`src/hk_defines.svh`:
```
// Purpose: Offsets, field positions, keys and timing figures of the housekeeping registers
// Assumes: Word-indexed register port, 9-bit register index
// Notes: Definitions only
`ifndef HK_DEFINES_SVH
`define HK_DEFINES_SVH

`define ADDR_W 9
`define OFS_STATUS 9'h0CA
`define OFS_CHECKSUM 9'h109
`define OFS_SWRESET 9'h1BE
`define OFS_FLAG_CLEAR 9'h19D
`define OFS_IRQ_STATUS 9'h1A0
`define OFS_IRQ_MASK 9'h1A1
`define OFS_PROT_BASE 9'h0F2
`define PROT_COUNT 23
`define PROT_AW 5

`define RESET_KEY 32'h4572_BEAF
`define SUM_PASS 32'hFFFF_FFFF
`define TEST_PATTERN 32'hA5A5_5A5A
`define WORD_ZERO 32'h0000_0000

`define BIT_POLARITY 11
`define BIT_PHASE_LATCH 9
`define BIT_SELFTEST 8
`define BIT_SUPPLY_LIVE 7
`define BIT_SUPPLY_LATCH 6
`define CAUSE_HI 5
`define CAUSE_LO 3
`define BIT_CHECK_FAIL 2
`define BIT_PHASE_LIVE 1

`define CAUSE_NONE 3'h0
`define CAUSE_POR 3'h1
`define CAUSE_RX 3'h3
`define CAUSE_SOFT 3'h4

`define IRQ_W 4
`define IRQ_PHASE 0
`define IRQ_SUPPLY 1
`define IRQ_CHECK 2
`define IRQ_SELFTEST 3

`define SYS_CLK_MHZ 50
`define CHECK_TIME_US 5000
`define SELFTEST_TIME_US 1250

`endif

```
`src/hk_pkg.sv`:
```
// Purpose: Types shared by the housekeeping block
// Assumes: Constants live in hk_defines.svh
// Notes: None
`default_nettype none
package hk_pkg;
  typedef enum logic [2:0] {
    ST_FILL, ST_CHECK, ST_CHECK_END, ST_CLEAR, ST_IDLE, ST_SCAN, ST_SCAN_END
  } hk_state_t;
  typedef logic [2:0] reset_cause_t;
endpackage : hk_pkg
`default_nettype wire

```
`src/prot_mem.sv`:
```
// Purpose: Storage for the protected configuration words
// Assumes: One write port and one read port on the same clock
// Notes: Read data come from a register one cycle after the read enable
`default_nettype none
module prot_mem #(
  parameter int WIDTH = 32,
  parameter int DEPTH = 23,
  parameter int AW = 5
) (
  // Clock and control
  input wire logic sys_clk,
  input wire logic srst,
  input wire logic clk_en,
  // Write port
  input wire logic wr_en,
  input wire logic [AW-1:0] wr_addr,
  input wire logic [WIDTH-1:0] wr_data,
  // Read port
  input wire logic rd_en,
  input wire logic [AW-1:0] rd_addr,
  output logic [WIDTH-1:0] rd_data
);
  logic [WIDTH-1:0] mem_reg [DEPTH];

  always_ff @(posedge sys_clk) begin
    if (clk_en && wr_en) begin
      mem_reg[wr_addr] <= wr_data;
    end
  end

  always_ff @(posedge sys_clk) begin
    if (srst) begin
      rd_data <= '0;
    end else if (clk_en && rd_en) begin
      rd_data <= mem_reg[rd_addr];
    end
  end
endmodule : prot_mem
`default_nettype wire

```
`src/config_check_reset_status.sv`:
```
// Purpose: Configuration checksum, keyed software reset and system status word
// Assumes: Sense inputs and the receive-line reset are asynchronous to sys_clk
// Notes: Protected words are write-only through this port and read as zero
//
// Strobed register access was decided locally.
`include "hk_defines.svh"
`default_nettype none
// Contract
// - Sum checksum and protected words; check passes only when the sum is all ones.
// - Status bit 2 reads 0 on a passing sum, 1 otherwise.
// - The check is re-run and bit 2 refreshed every 5 ms.
// - Writing the key to the reset register resets the whole system.
// - Checksum register is 32-bit read/write, reset to zero.
// - Status bit 11 follows the voltage sign and cannot be cleared.
// - Status bit 1 shows the live phase-done indication.
// - Status bit 9 latches phase completion.
// - After each global reset the RAM self-test runs and ends within 1.25 ms.
// - Status bit 8 reads 1 when the RAM self-test failed.
// - Status bit 7 shows the live supply-low comparator.
// - Status bit 6 latches a supply-low event and keeps it until flag-clear register bit 6 is written.
// - Status bits 5..3 give reset cause: 001 power-on, 011 receive line, 100 software.
// - Flag-clear register bit 9 clears the latched phase-done flag.
// - Every reset kind returns the control registers to defaults.
module config_check_reset_status #(
  parameter int CHECK_CYCLES = `CHECK_TIME_US * `SYS_CLK_MHZ,
  parameter int SELFTEST_LIMIT = `SELFTEST_TIME_US * `SYS_CLK_MHZ
) (
  // Clock, reset, enable
  input wire logic sys_clk,
  input wire logic srst,
  input wire logic clk_en,
  // Register port
  input wire logic [`ADDR_W-1:0] reg_addr,
  input wire logic [31:0] reg_wdata,
  input wire logic reg_wr,
  input wire logic reg_rd,
  output logic [31:0] reg_rdata,
  // Asynchronous sense inputs
  input wire logic rx_line_reset,
  input wire logic voltage_polarity,
  input wire logic phase_done_live,
  input wire logic supply_low_live,
  // System outputs
  output logic system_reset,
  output logic irq,
  output hk_pkg::reset_cause_t last_reset_cause
);
  import hk_pkg::*;
  localparam int CW = $clog2(CHECK_CYCLES + 1);
  localparam int BW = $clog2(SELFTEST_LIMIT + 2);
  localparam int NS = 4;
  localparam int S_RX = 0;
  localparam int S_POL = 1;
  localparam int S_PH = 2;
  localparam int S_SUP = 3;
  localparam logic [`PROT_AW-1:0] LAST_IDX = `PROT_AW'(`PROT_COUNT - 1);
  logic [NS-1:0] sync1_reg;
  logic [NS-1:0] sync2_reg;
  logic rx_prev_reg;
  logic ph_prev_reg;
  logic sup_prev_reg;
  hk_state_t state_reg;
  hk_state_t state_next;
  logic [`PROT_AW-1:0] idx_reg;
  logic [`PROT_AW-1:0] idx_next;
  logic pend_reg;
  logic [31:0] sum_reg;
  logic [31:0] checksum_reg;
  logic [31:0] swreset_reg;
  logic config_check_fail_reg;
  logic selftest_fail_reg;
  logic phase_latch_reg;
  logic supply_latch_reg;
  logic [`IRQ_W-1:0] irq_status_reg;
  logic [`IRQ_W-1:0] irq_mask_reg;
  logic [CW-1:0] period_reg;
  logic [BW-1:0] bist_cyc_reg;
  logic [31:0] status_word;
  logic [31:0] mem_rdata;
  // Input synchronisers, one per asynchronous sense line
  wire logic [NS-1:0] async_in = {supply_low_live, phase_done_live, voltage_polarity,
                                  rx_line_reset};
  genvar gi;
  generate
    for (gi = 0; gi < NS; gi++) begin : g_sync
      always_ff @(posedge sys_clk) begin
        if (srst) begin
          sync1_reg[gi] <= 1'b0;
          sync2_reg[gi] <= 1'b0;
        end else if (clk_en) begin
          sync1_reg[gi] <= async_in[gi];
          sync2_reg[gi] <= sync1_reg[gi];
        end
      end
    end
  endgenerate
  // Decode
  wire logic wr_checksum = reg_wr && reg_addr == `OFS_CHECKSUM;
  wire logic wr_swreset = reg_wr && reg_addr == `OFS_SWRESET;
  wire logic wr_flag_clear = reg_wr && reg_addr == `OFS_FLAG_CLEAR;
  wire logic wr_irq_status = reg_wr && reg_addr == `OFS_IRQ_STATUS;
  wire logic wr_irq_mask = reg_wr && reg_addr == `OFS_IRQ_MASK;
  wire logic [`ADDR_W-1:0] prot_off = reg_addr - `OFS_PROT_BASE;
  wire logic prot_hit = reg_addr >= `OFS_PROT_BASE &&
                        prot_off < `ADDR_W'(`PROT_COUNT);
  wire logic bist_busy = state_reg inside {ST_FILL, ST_CHECK, ST_CHECK_END, ST_CLEAR};
  wire logic soft_evt = wr_swreset && reg_wdata == `RESET_KEY;
  wire logic rx_evt = sync2_reg[S_RX] && !rx_prev_reg;
  wire logic clr = system_reset;
  wire logic ph_rise = sync2_reg[S_PH] && !ph_prev_reg;
  wire logic sup_rise = sync2_reg[S_SUP] && !sup_prev_reg;
  wire logic period_hit = period_reg == '0;
  wire logic [31:0] sum_final = sum_reg + mem_rdata;
  wire logic test_mismatch = pend_reg && mem_rdata != `TEST_PATTERN &&
                             (state_reg == ST_CHECK || state_reg == ST_CHECK_END);
  wire logic [`IRQ_W-1:0] irq_events = {`IRQ_W{1'b0}} |
    (`IRQ_W'(ph_rise) << `IRQ_PHASE) | (`IRQ_W'(sup_rise) << `IRQ_SUPPLY) |
    (`IRQ_W'(state_reg == ST_SCAN_END && sum_final != `SUM_PASS) << `IRQ_CHECK) |
    (`IRQ_W'(test_mismatch) << `IRQ_SELFTEST);
  // Memory port steering; self-test owns the write port while it runs
  wire logic mem_we = state_reg inside {ST_FILL, ST_CLEAR} || (reg_wr && prot_hit && !bist_busy);
  wire logic [`PROT_AW-1:0] mem_waddr = bist_busy ? idx_reg : prot_off[`PROT_AW-1:0];
  wire logic [31:0] mem_wdata = state_reg == ST_FILL ? `TEST_PATTERN :
                                state_reg == ST_CLEAR ? `WORD_ZERO : reg_wdata;
  wire logic mem_re = state_reg == ST_CHECK || state_reg == ST_SCAN;
  prot_mem #(.WIDTH(32), .DEPTH(`PROT_COUNT), .AW(`PROT_AW)) u_mem (
    .sys_clk(sys_clk),
    .srst(srst),
    .clk_en(clk_en),
    .wr_en(mem_we),
    .wr_addr(mem_waddr),
    .wr_data(mem_wdata),
    .rd_en(mem_re),
    .rd_addr(idx_reg),
    .rd_data(mem_rdata)
  );
  always_comb begin
    state_next = state_reg;
    idx_next = idx_reg;
    case (state_reg)
      ST_FILL, ST_CLEAR: begin
        idx_next = idx_reg + `PROT_AW'(1);
        if (idx_reg == LAST_IDX) begin
          idx_next = '0;
          state_next = state_reg == ST_FILL ? ST_CHECK : ST_IDLE;
        end
      end
      ST_CHECK, ST_SCAN: begin
        idx_next = idx_reg + `PROT_AW'(1);
        if (idx_reg == LAST_IDX) begin
          idx_next = '0;
          state_next = state_reg == ST_CHECK ? ST_CHECK_END : ST_SCAN_END;
        end
      end
      ST_CHECK_END: state_next = ST_CLEAR;
      ST_IDLE: begin
        if (period_hit) begin
          state_next = ST_SCAN;
        end
      end
      ST_SCAN_END: state_next = ST_IDLE;
      default: state_next = ST_FILL;
    endcase
  end
  always_ff @(posedge sys_clk) begin
    if (srst || (clk_en && clr)) begin
      state_reg <= ST_FILL;
      idx_reg <= '0;
      pend_reg <= 1'b0;
    end else if (clk_en) begin
      state_reg <= state_next;
      idx_reg <= idx_next;
      pend_reg <= mem_re;
    end
  end
  always_ff @(posedge sys_clk) begin
    if (srst || (clk_en && clr)) begin
      period_reg <= CW'(CHECK_CYCLES - 1);
    end else if (clk_en && !bist_busy) begin
      period_reg <= period_hit ? CW'(CHECK_CYCLES - 1) : period_reg - CW'(1);
    end
  end
  always_ff @(posedge sys_clk) begin
    if (srst) begin
      sum_reg <= '0;
    end else if (clk_en) begin
      if (state_reg == ST_IDLE && period_hit) begin
        sum_reg <= checksum_reg;
      end else if (pend_reg && (state_reg == ST_SCAN || state_reg == ST_SCAN_END)) begin
        sum_reg <= sum_final;
      end
    end
  end
  always_ff @(posedge sys_clk) begin
    if (srst || (clk_en && clr)) begin
      config_check_fail_reg <= 1'b0;
    end else if (clk_en && state_reg == ST_SCAN_END) begin
      config_check_fail_reg <= sum_final != `SUM_PASS;
    end
  end
  always_ff @(posedge sys_clk) begin
    if (srst || (clk_en && clr)) begin
      selftest_fail_reg <= 1'b0;
    end else if (clk_en && test_mismatch) begin
      selftest_fail_reg <= 1'b1;
    end
  end
  always_ff @(posedge sys_clk) begin
    if (srst || (clk_en && clr)) begin
      checksum_reg <= '0;
      swreset_reg <= '0;
    end else if (clk_en) begin
      if (wr_checksum) begin
        checksum_reg <= reg_wdata;
      end
      if (wr_swreset) begin
        swreset_reg <= reg_wdata;
      end
    end
  end
  always_ff @(posedge sys_clk) begin
    if (srst) begin
      system_reset <= 1'b0;
      rx_prev_reg <= 1'b0;
      ph_prev_reg <= 1'b0;
      sup_prev_reg <= 1'b0;
    end else if (clk_en) begin
      system_reset <= soft_evt || rx_evt;
      rx_prev_reg <= sync2_reg[S_RX];
      ph_prev_reg <= sync2_reg[S_PH];
      sup_prev_reg <= sync2_reg[S_SUP];
    end
  end
  // Reset cause survives the system reset it reports
  always_ff @(posedge sys_clk) begin
    if (srst) begin
      last_reset_cause <= `CAUSE_POR;
    end else if (clk_en && rx_evt) begin
      last_reset_cause <= `CAUSE_RX;
    end else if (clk_en && soft_evt) begin
      last_reset_cause <= `CAUSE_SOFT;
    end
  end
  // Latched flags; a set in the clear cycle wins
  always_ff @(posedge sys_clk) begin
    if (srst || (clk_en && clr)) begin
      phase_latch_reg <= 1'b0;
      supply_latch_reg <= 1'b0;
    end else if (clk_en) begin
      phase_latch_reg <= sync2_reg[S_PH] ||
        (phase_latch_reg && !(wr_flag_clear && reg_wdata[`BIT_PHASE_LATCH]));
      supply_latch_reg <= sync2_reg[S_SUP] ||
        (supply_latch_reg && !(wr_flag_clear && reg_wdata[`BIT_SUPPLY_LATCH]));
    end
  end
  // Interrupt status, write one to clear, event wins
  always_ff @(posedge sys_clk) begin
    if (srst || (clk_en && clr)) begin
      irq_status_reg <= '0;
      irq_mask_reg <= '0;
      irq <= 1'b0;
    end else if (clk_en) begin
      irq_status_reg <= irq_events |
        (irq_status_reg & ~(wr_irq_status ? reg_wdata[`IRQ_W-1:0] : '0));
      if (wr_irq_mask) begin
        irq_mask_reg <= reg_wdata[`IRQ_W-1:0];
      end
      irq <= |(irq_status_reg & irq_mask_reg);
    end
  end
  // Status word; reserved bits read zero
  always_comb begin
    status_word = '0;
    status_word[`BIT_POLARITY] = sync2_reg[S_POL];
    status_word[`BIT_PHASE_LATCH] = phase_latch_reg;
    status_word[`BIT_SELFTEST] = selftest_fail_reg;
    status_word[`BIT_SUPPLY_LIVE] = sync2_reg[S_SUP];
    status_word[`BIT_SUPPLY_LATCH] = supply_latch_reg;
    status_word[`CAUSE_HI:`CAUSE_LO] = last_reset_cause;
    status_word[`BIT_CHECK_FAIL] = config_check_fail_reg;
    status_word[`BIT_PHASE_LIVE] = sync2_reg[S_PH];
  end
  wire logic [31:0] rd_mux =
    reg_addr == `OFS_STATUS ? status_word :
    reg_addr == `OFS_CHECKSUM ? checksum_reg :
    reg_addr == `OFS_SWRESET ? swreset_reg :
    reg_addr == `OFS_IRQ_STATUS ? 32'(irq_status_reg) :
    reg_addr == `OFS_IRQ_MASK ? 32'(irq_mask_reg) : `WORD_ZERO;
  always_ff @(posedge sys_clk) begin
    if (srst) begin
      reg_rdata <= '0;
    end else if (clk_en) begin
      reg_rdata <= reg_rd ? rd_mux : `WORD_ZERO;
    end
  end
  // Self-test duration, helper for checking only
  always_ff @(posedge sys_clk) begin
    if (srst || (clk_en && clr)) begin
      bist_cyc_reg <= '0;
    end else if (clk_en && bist_busy && bist_cyc_reg != BW'(SELFTEST_LIMIT + 1)) begin
      bist_cyc_reg <= bist_cyc_reg + BW'(1);
    end
  end
  chk_value_a: assert property (@(posedge sys_clk) disable iff (srst)
    (clk_en && !clr && state_reg == ST_SCAN_END)
    |=> config_check_fail_reg == $past(sum_final != `SUM_PASS))
    else $error("check flag does not match sum");
  chk_update_a: assert property (@(posedge sys_clk) disable iff (srst)
    $changed(config_check_fail_reg) |-> $past(state_reg == ST_SCAN_END || clr))
    else $error("check flag changed outside a refresh");
  key_reset_a: assert property (@(posedge sys_clk) disable iff (srst)
    (clk_en && wr_swreset && reg_wdata == `RESET_KEY)
    |=> system_reset ##1 (!clk_en || state_reg == ST_FILL))
    else $error("key write did not reset");
  nonkey_a: assert property (@(posedge sys_clk) disable iff (srst)
    (clk_en && wr_swreset && reg_wdata != `RESET_KEY && !rx_evt) |=> !system_reset)
    else $error("non-key write caused reset");
  config_checksum_reset_a: assert property (@(posedge sys_clk)
    srst |=> checksum_reg == `WORD_ZERO)
    else $error("checksum not zero after reset");
  phase_latch_a: assert property (@(posedge sys_clk) disable iff (srst)
    (clk_en && !clr && sync2_reg[S_PH]) |=> phase_latch_reg)
    else $error("phase completion not latched");
  supply_hold_a: assert property (@(posedge sys_clk) disable iff (srst)
    (clk_en && !clr && supply_latch_reg && !wr_flag_clear) |=> supply_latch_reg)
    else $error("supply-low latch lost");
  bist_time_a: assert property (@(posedge sys_clk) disable iff (srst)
    bist_cyc_reg <= BW'(SELFTEST_LIMIT))
    else $error("self-test too long");
  cause_soft_a: assert property (@(posedge sys_clk) disable iff (srst)
    (clk_en && soft_evt && !rx_evt) |=> last_reset_cause == `CAUSE_SOFT)
    else $error("software reset cause wrong");
  read_clean_a: assert property (@(posedge sys_clk) disable iff (srst)
    (clk_en && !clr && reg_rd && !reg_wr) |=> !$fell(phase_latch_reg) && !$fell(supply_latch_reg))
    else $error("read altered a latched flag");
  irq_level_a: assert property (@(posedge sys_clk) disable iff (srst)
    $past(clk_en) && !$past(clr) |-> irq == $past(|(irq_status_reg & irq_mask_reg)))
    else $error("interrupt level wrong");
  soft_reset_c: cover property (@(posedge sys_clk) disable iff (srst) soft_evt && clk_en);
  check_fail_c: cover property (@(posedge sys_clk) disable iff (srst)
    $rose(config_check_fail_reg));
  scan_done_c: cover property (@(posedge sys_clk) disable iff (srst)
    clk_en && state_reg == ST_SCAN_END);
  irq_c: cover property (@(posedge sys_clk) disable iff (srst) $rose(irq));
endmodule : config_check_reset_status
`default_nettype wire

```
`config.mk`:
```
export PLATFORM = sky130hd
export DESIGN_NAME = config_check_reset_status
export DESIGN_NICKNAME = d
export VERILOG_FILES = /design/src/hk_pkg.sv /design/src/prot_mem.sv /design/src/config_check_reset_status.sv
export VERILOG_INCLUDE_DIRS = /design/src
export SDC_FILE = /design/constraint.sdc
export NUM_CORES = 1
export LEC_CHECK = 0
export BUFFER_PORTS_ARGS = -buffer_cell sky130_fd_sc_hd__buf_2
export CAP_MARGIN = 25
export CORE_MARGIN = 2
export CORE_UTILIZATION = 41
export DETAILED_ROUTE_END_ITERATION = 6
export PLACE_DENSITY = 0.58
export SLEW_MARGIN = 20
export SYNTH_ARGS = -nofsm -noshare
export SYNTH_HDL_FRONTEND = slang
export SYNTH_SLANG_ARGS = --single-unit
```
`constraint.sdc`:
```
create_clock -name sys_clk -period 5.5 [get_ports sys_clk]
set_input_delay 0.55 -clock sys_clk [delete_from_list [all_inputs] [get_ports sys_clk]]
set_output_delay 0.55 -clock sys_clk [all_outputs]
set_load 0.02 [all_outputs]
```
==> flow_metrics.tcl <==
set metrics [dict create \
    rsz0062_at_grt "false" \
    skew_ns 0.0727 \
    crit_path_start_kind "flip-flop" \
    slew_headroom_pct 29.0 \
    path_clk_slew_ns 0.06 \
    synthXorXnorAreaFrac_pct 0.891 \
    finalCritPeriodShare_pct 75.2 \
    crit_type "flip-flop to flip-flop" \
    crit_chain "or4_4, nor4_4, and2b_2, nand4_4, or4b_1, o21ai_4, buf_4, nor2_1, a311oi_2" \
    cts_sinks 951 \
    holdBufCountCts 0 \
    synth.distinct_cells 72 \
    setup_tns_ns 0 \
    drt_first_pass_iters 7 \
    crit_arrival_ns 4.65 \
    ant_nets 0 \
    synth_top_area_cell "edfxtp_1" \
    cts_max_path_buffers 3 \
    cts_tree "built" \
    worst_slack_ns 1.36 \
    synth_top_family_by_area "multiplexers" \
    finalMaxSlewViolations 0 \
    critPathCaptureType "flip-flop" \
    clockRootBuffer "clkbuf_16" \
    synth-main-ff-cell "edfxtp_1" \
    synth_area_mm2 0.0393 \
    final_layout_size_suffix_gt1_share_pct 20.0 \
    overflow 0 \
    core.rowCount 113 \
    p_total_w 0.0149 \
    cts_resized 0 \
    ir_drop_mv 0.261 \
    grt_max_degree 111 \
    async_flop_share_pct 0 \
    synth_simple_gate_area_share_pct 8.53 \
    numCtsBuffers 99 \
    pin_count 87 \
    dp.cells 3971 \
    powerDensity_mw_per_mm2 332 \
    cp_max_fo 30 \
    drc 0 \
    grt_pass1_wl_um 152000 \
    synthMuxAreaShare_pct 13.1 \
    pre_cts_ws_ns 1.32 \
    status "finished clean" \
    port_buffers 86 \
    die_y_um 314 \
    gp_congestion 0.933 \
    initial_core_util_pct 41.4 \
    nets 2894 \
    cts_setup_buffers 0 \
    grtUsageTotal_pct 20.4 \
    tightest_slew_ns 1.06 \
    layout.cells.non_filler 4157 \
    final_util_pct 47.4 \
    avgSynthCellArea_um2 14.5 \
    synth.area.top_cells "edfxtp_1, mux4_2, dfxtp_1" \
    finalSetupViolations 0 \
    worstPathRequired_ns 6.01 \
    cts_htree_levels 3 \
    ys_ff_latch 951 \
    max_stage_delay_ns 0.96 \
    clk_latency_ns 0.68 \
    synth-edff-count 736 \
    dieWidth_um 314 \
    vias_per_cell 5.72 \
    seq_area_frac_synth_pct 67.1 \
    grt_pass1_vias 23500 \
    syn_to_final_growth_pct 14.4 \
    netlist.area_leader.share_pct 56.2 \
    synth_compound_area_share_pct 7.30 \
    dr.first_iter.drc_count 2247 \
    hpwlAfterDp_um 66700 \
    synth_most_common_cell "edfxtp_1" \
    syn-num-nets 2790 \
    antenna_found_initial 3 \
    num_vias 23800 \
    min_period_ns 4.14 \
    largest_register_ffs 736 \
    wl_per_cell_um 24.3 \
    die_area_mm2 0.0984 \
    drt_wl_total_um 101000 \
    yosysWarnings 0 \
    final-hold-violation-count 0 \
    regToRegSetupSlack_ns 1.36 \
    synthAdderAreaFrac_pct 1.16 \
    max_cap_violations 0 \
    ys_top_cells_by_count "edfxtp_1, nand2_1, nor2_1, dfxtp_1, a21oi_1" \
    cpMaxStageDelayCell "or4b_1" \
    core_area_mm2 0.0950 \
    max_freq_mhz 242 \
    hold_class "primary input to flip-flop" \
    leakagePower_nw 14.2 \
    synth_cells 2704 \
]
## cells by family after synthesis
group                    Yosys count
flip-flops                       951
AND/OR/NAND/NOR                  755
AO/OA/AOI/OAI                    460
multiplexers                     275
buffers and inverters            187
XOR/XNOR                          40
adder cells (fa/ha/maj)           36
## area by class of cell
cell class	instances	area, um^2
Antenna cell	1	2.50
Sequential cell	951	26400
Fill cell	8211	50000
Clock inverter	53	591
Inverter	24	90.1
Multi-Input combinational cell	1566	12500
Tap cell	1265	1580
Timing Repair Buffer	166	1160
Clock buffer	131	2700
## through the flow
step / hold WS (ns) / instance area, um^2
6_report: 0.118 / 45000
3_5_place_dp: 0.446 / 41700
3_3_place_gp: 0.436 / 41500
5_1_grt: 0.137 / 45000
4_1_cts: 0.0912 / 45000
2_1_floorplan: 0.425 / 39300
## final timing paths
| path | depth (start not counted) | from | endpoint |
|---|---|---|---|
| worst max-delay path | 9 | period_reg[8] | sum_reg[27] |
| worst min-delay path | 3 | phase_done_live | sync1_reg[2] |
| worst max register to register | 9 | period_reg[8] | sum_reg[27] |
| worst min register to register | 2 | swreset_reg[23] | swreset_reg[23] |
## worst max-delay path: cells and delay by family, from the launching register on
family / cells / cell delay (ns)
simple gates: 6 / 2.21
compound gates: 2 / 1.08
flops: 1 / 0.36
buf+inv: 1 / 0.31
## placed cells by master, fill, tap and decap left out, types with 8 or more instances in the layout
master     instances
a211oi_1          54
a21oi_1          206
a221o_1            8
a22oi_1           31
and3_1            13
buf_12             8
buf_2             85
buf_4             71
bufinv_16          8
clkbuf_1          22
clkbuf_16         99
clkbuf_8          10
clkinv_1          10
clkinv_2          21
dfxtp_1          211
edfxtp_1         736
ha_1              35
inv_1             23
mux2i_1           83
mux4_2           192
nand2_1          292
nand2b_1          16
nand3_1           23
nand4_1           15
nor2_1           252
nor2_4            23
nor2b_1           17
nor3_1            38
nor4_1            13
o211ai_1           9
o21ai_0           71
xnor2_1           25
xor2_1            15
## power breakdown
| part | total, W | internal [W] | switching, W |
|---|---|---|---|
| Sequential | 0.00770 | 0.00767 | 0.0000330 |
| Combinational | 0.000558 | 0.000238 | 0.000320 |
| Clock | 0.00668 | 0.00386 | 0.00283 |
## routing by layer
metal,vias to the layer above,part of all wire [%],GRT usage [%]
li1,10600,-,-
met1,12200,45,29.3
met2,767,47,32.8
met3,149,5.1,2.61
met4,0,2.4,5.43
met5,-,0,0
(Power assumes the default switching activity.)
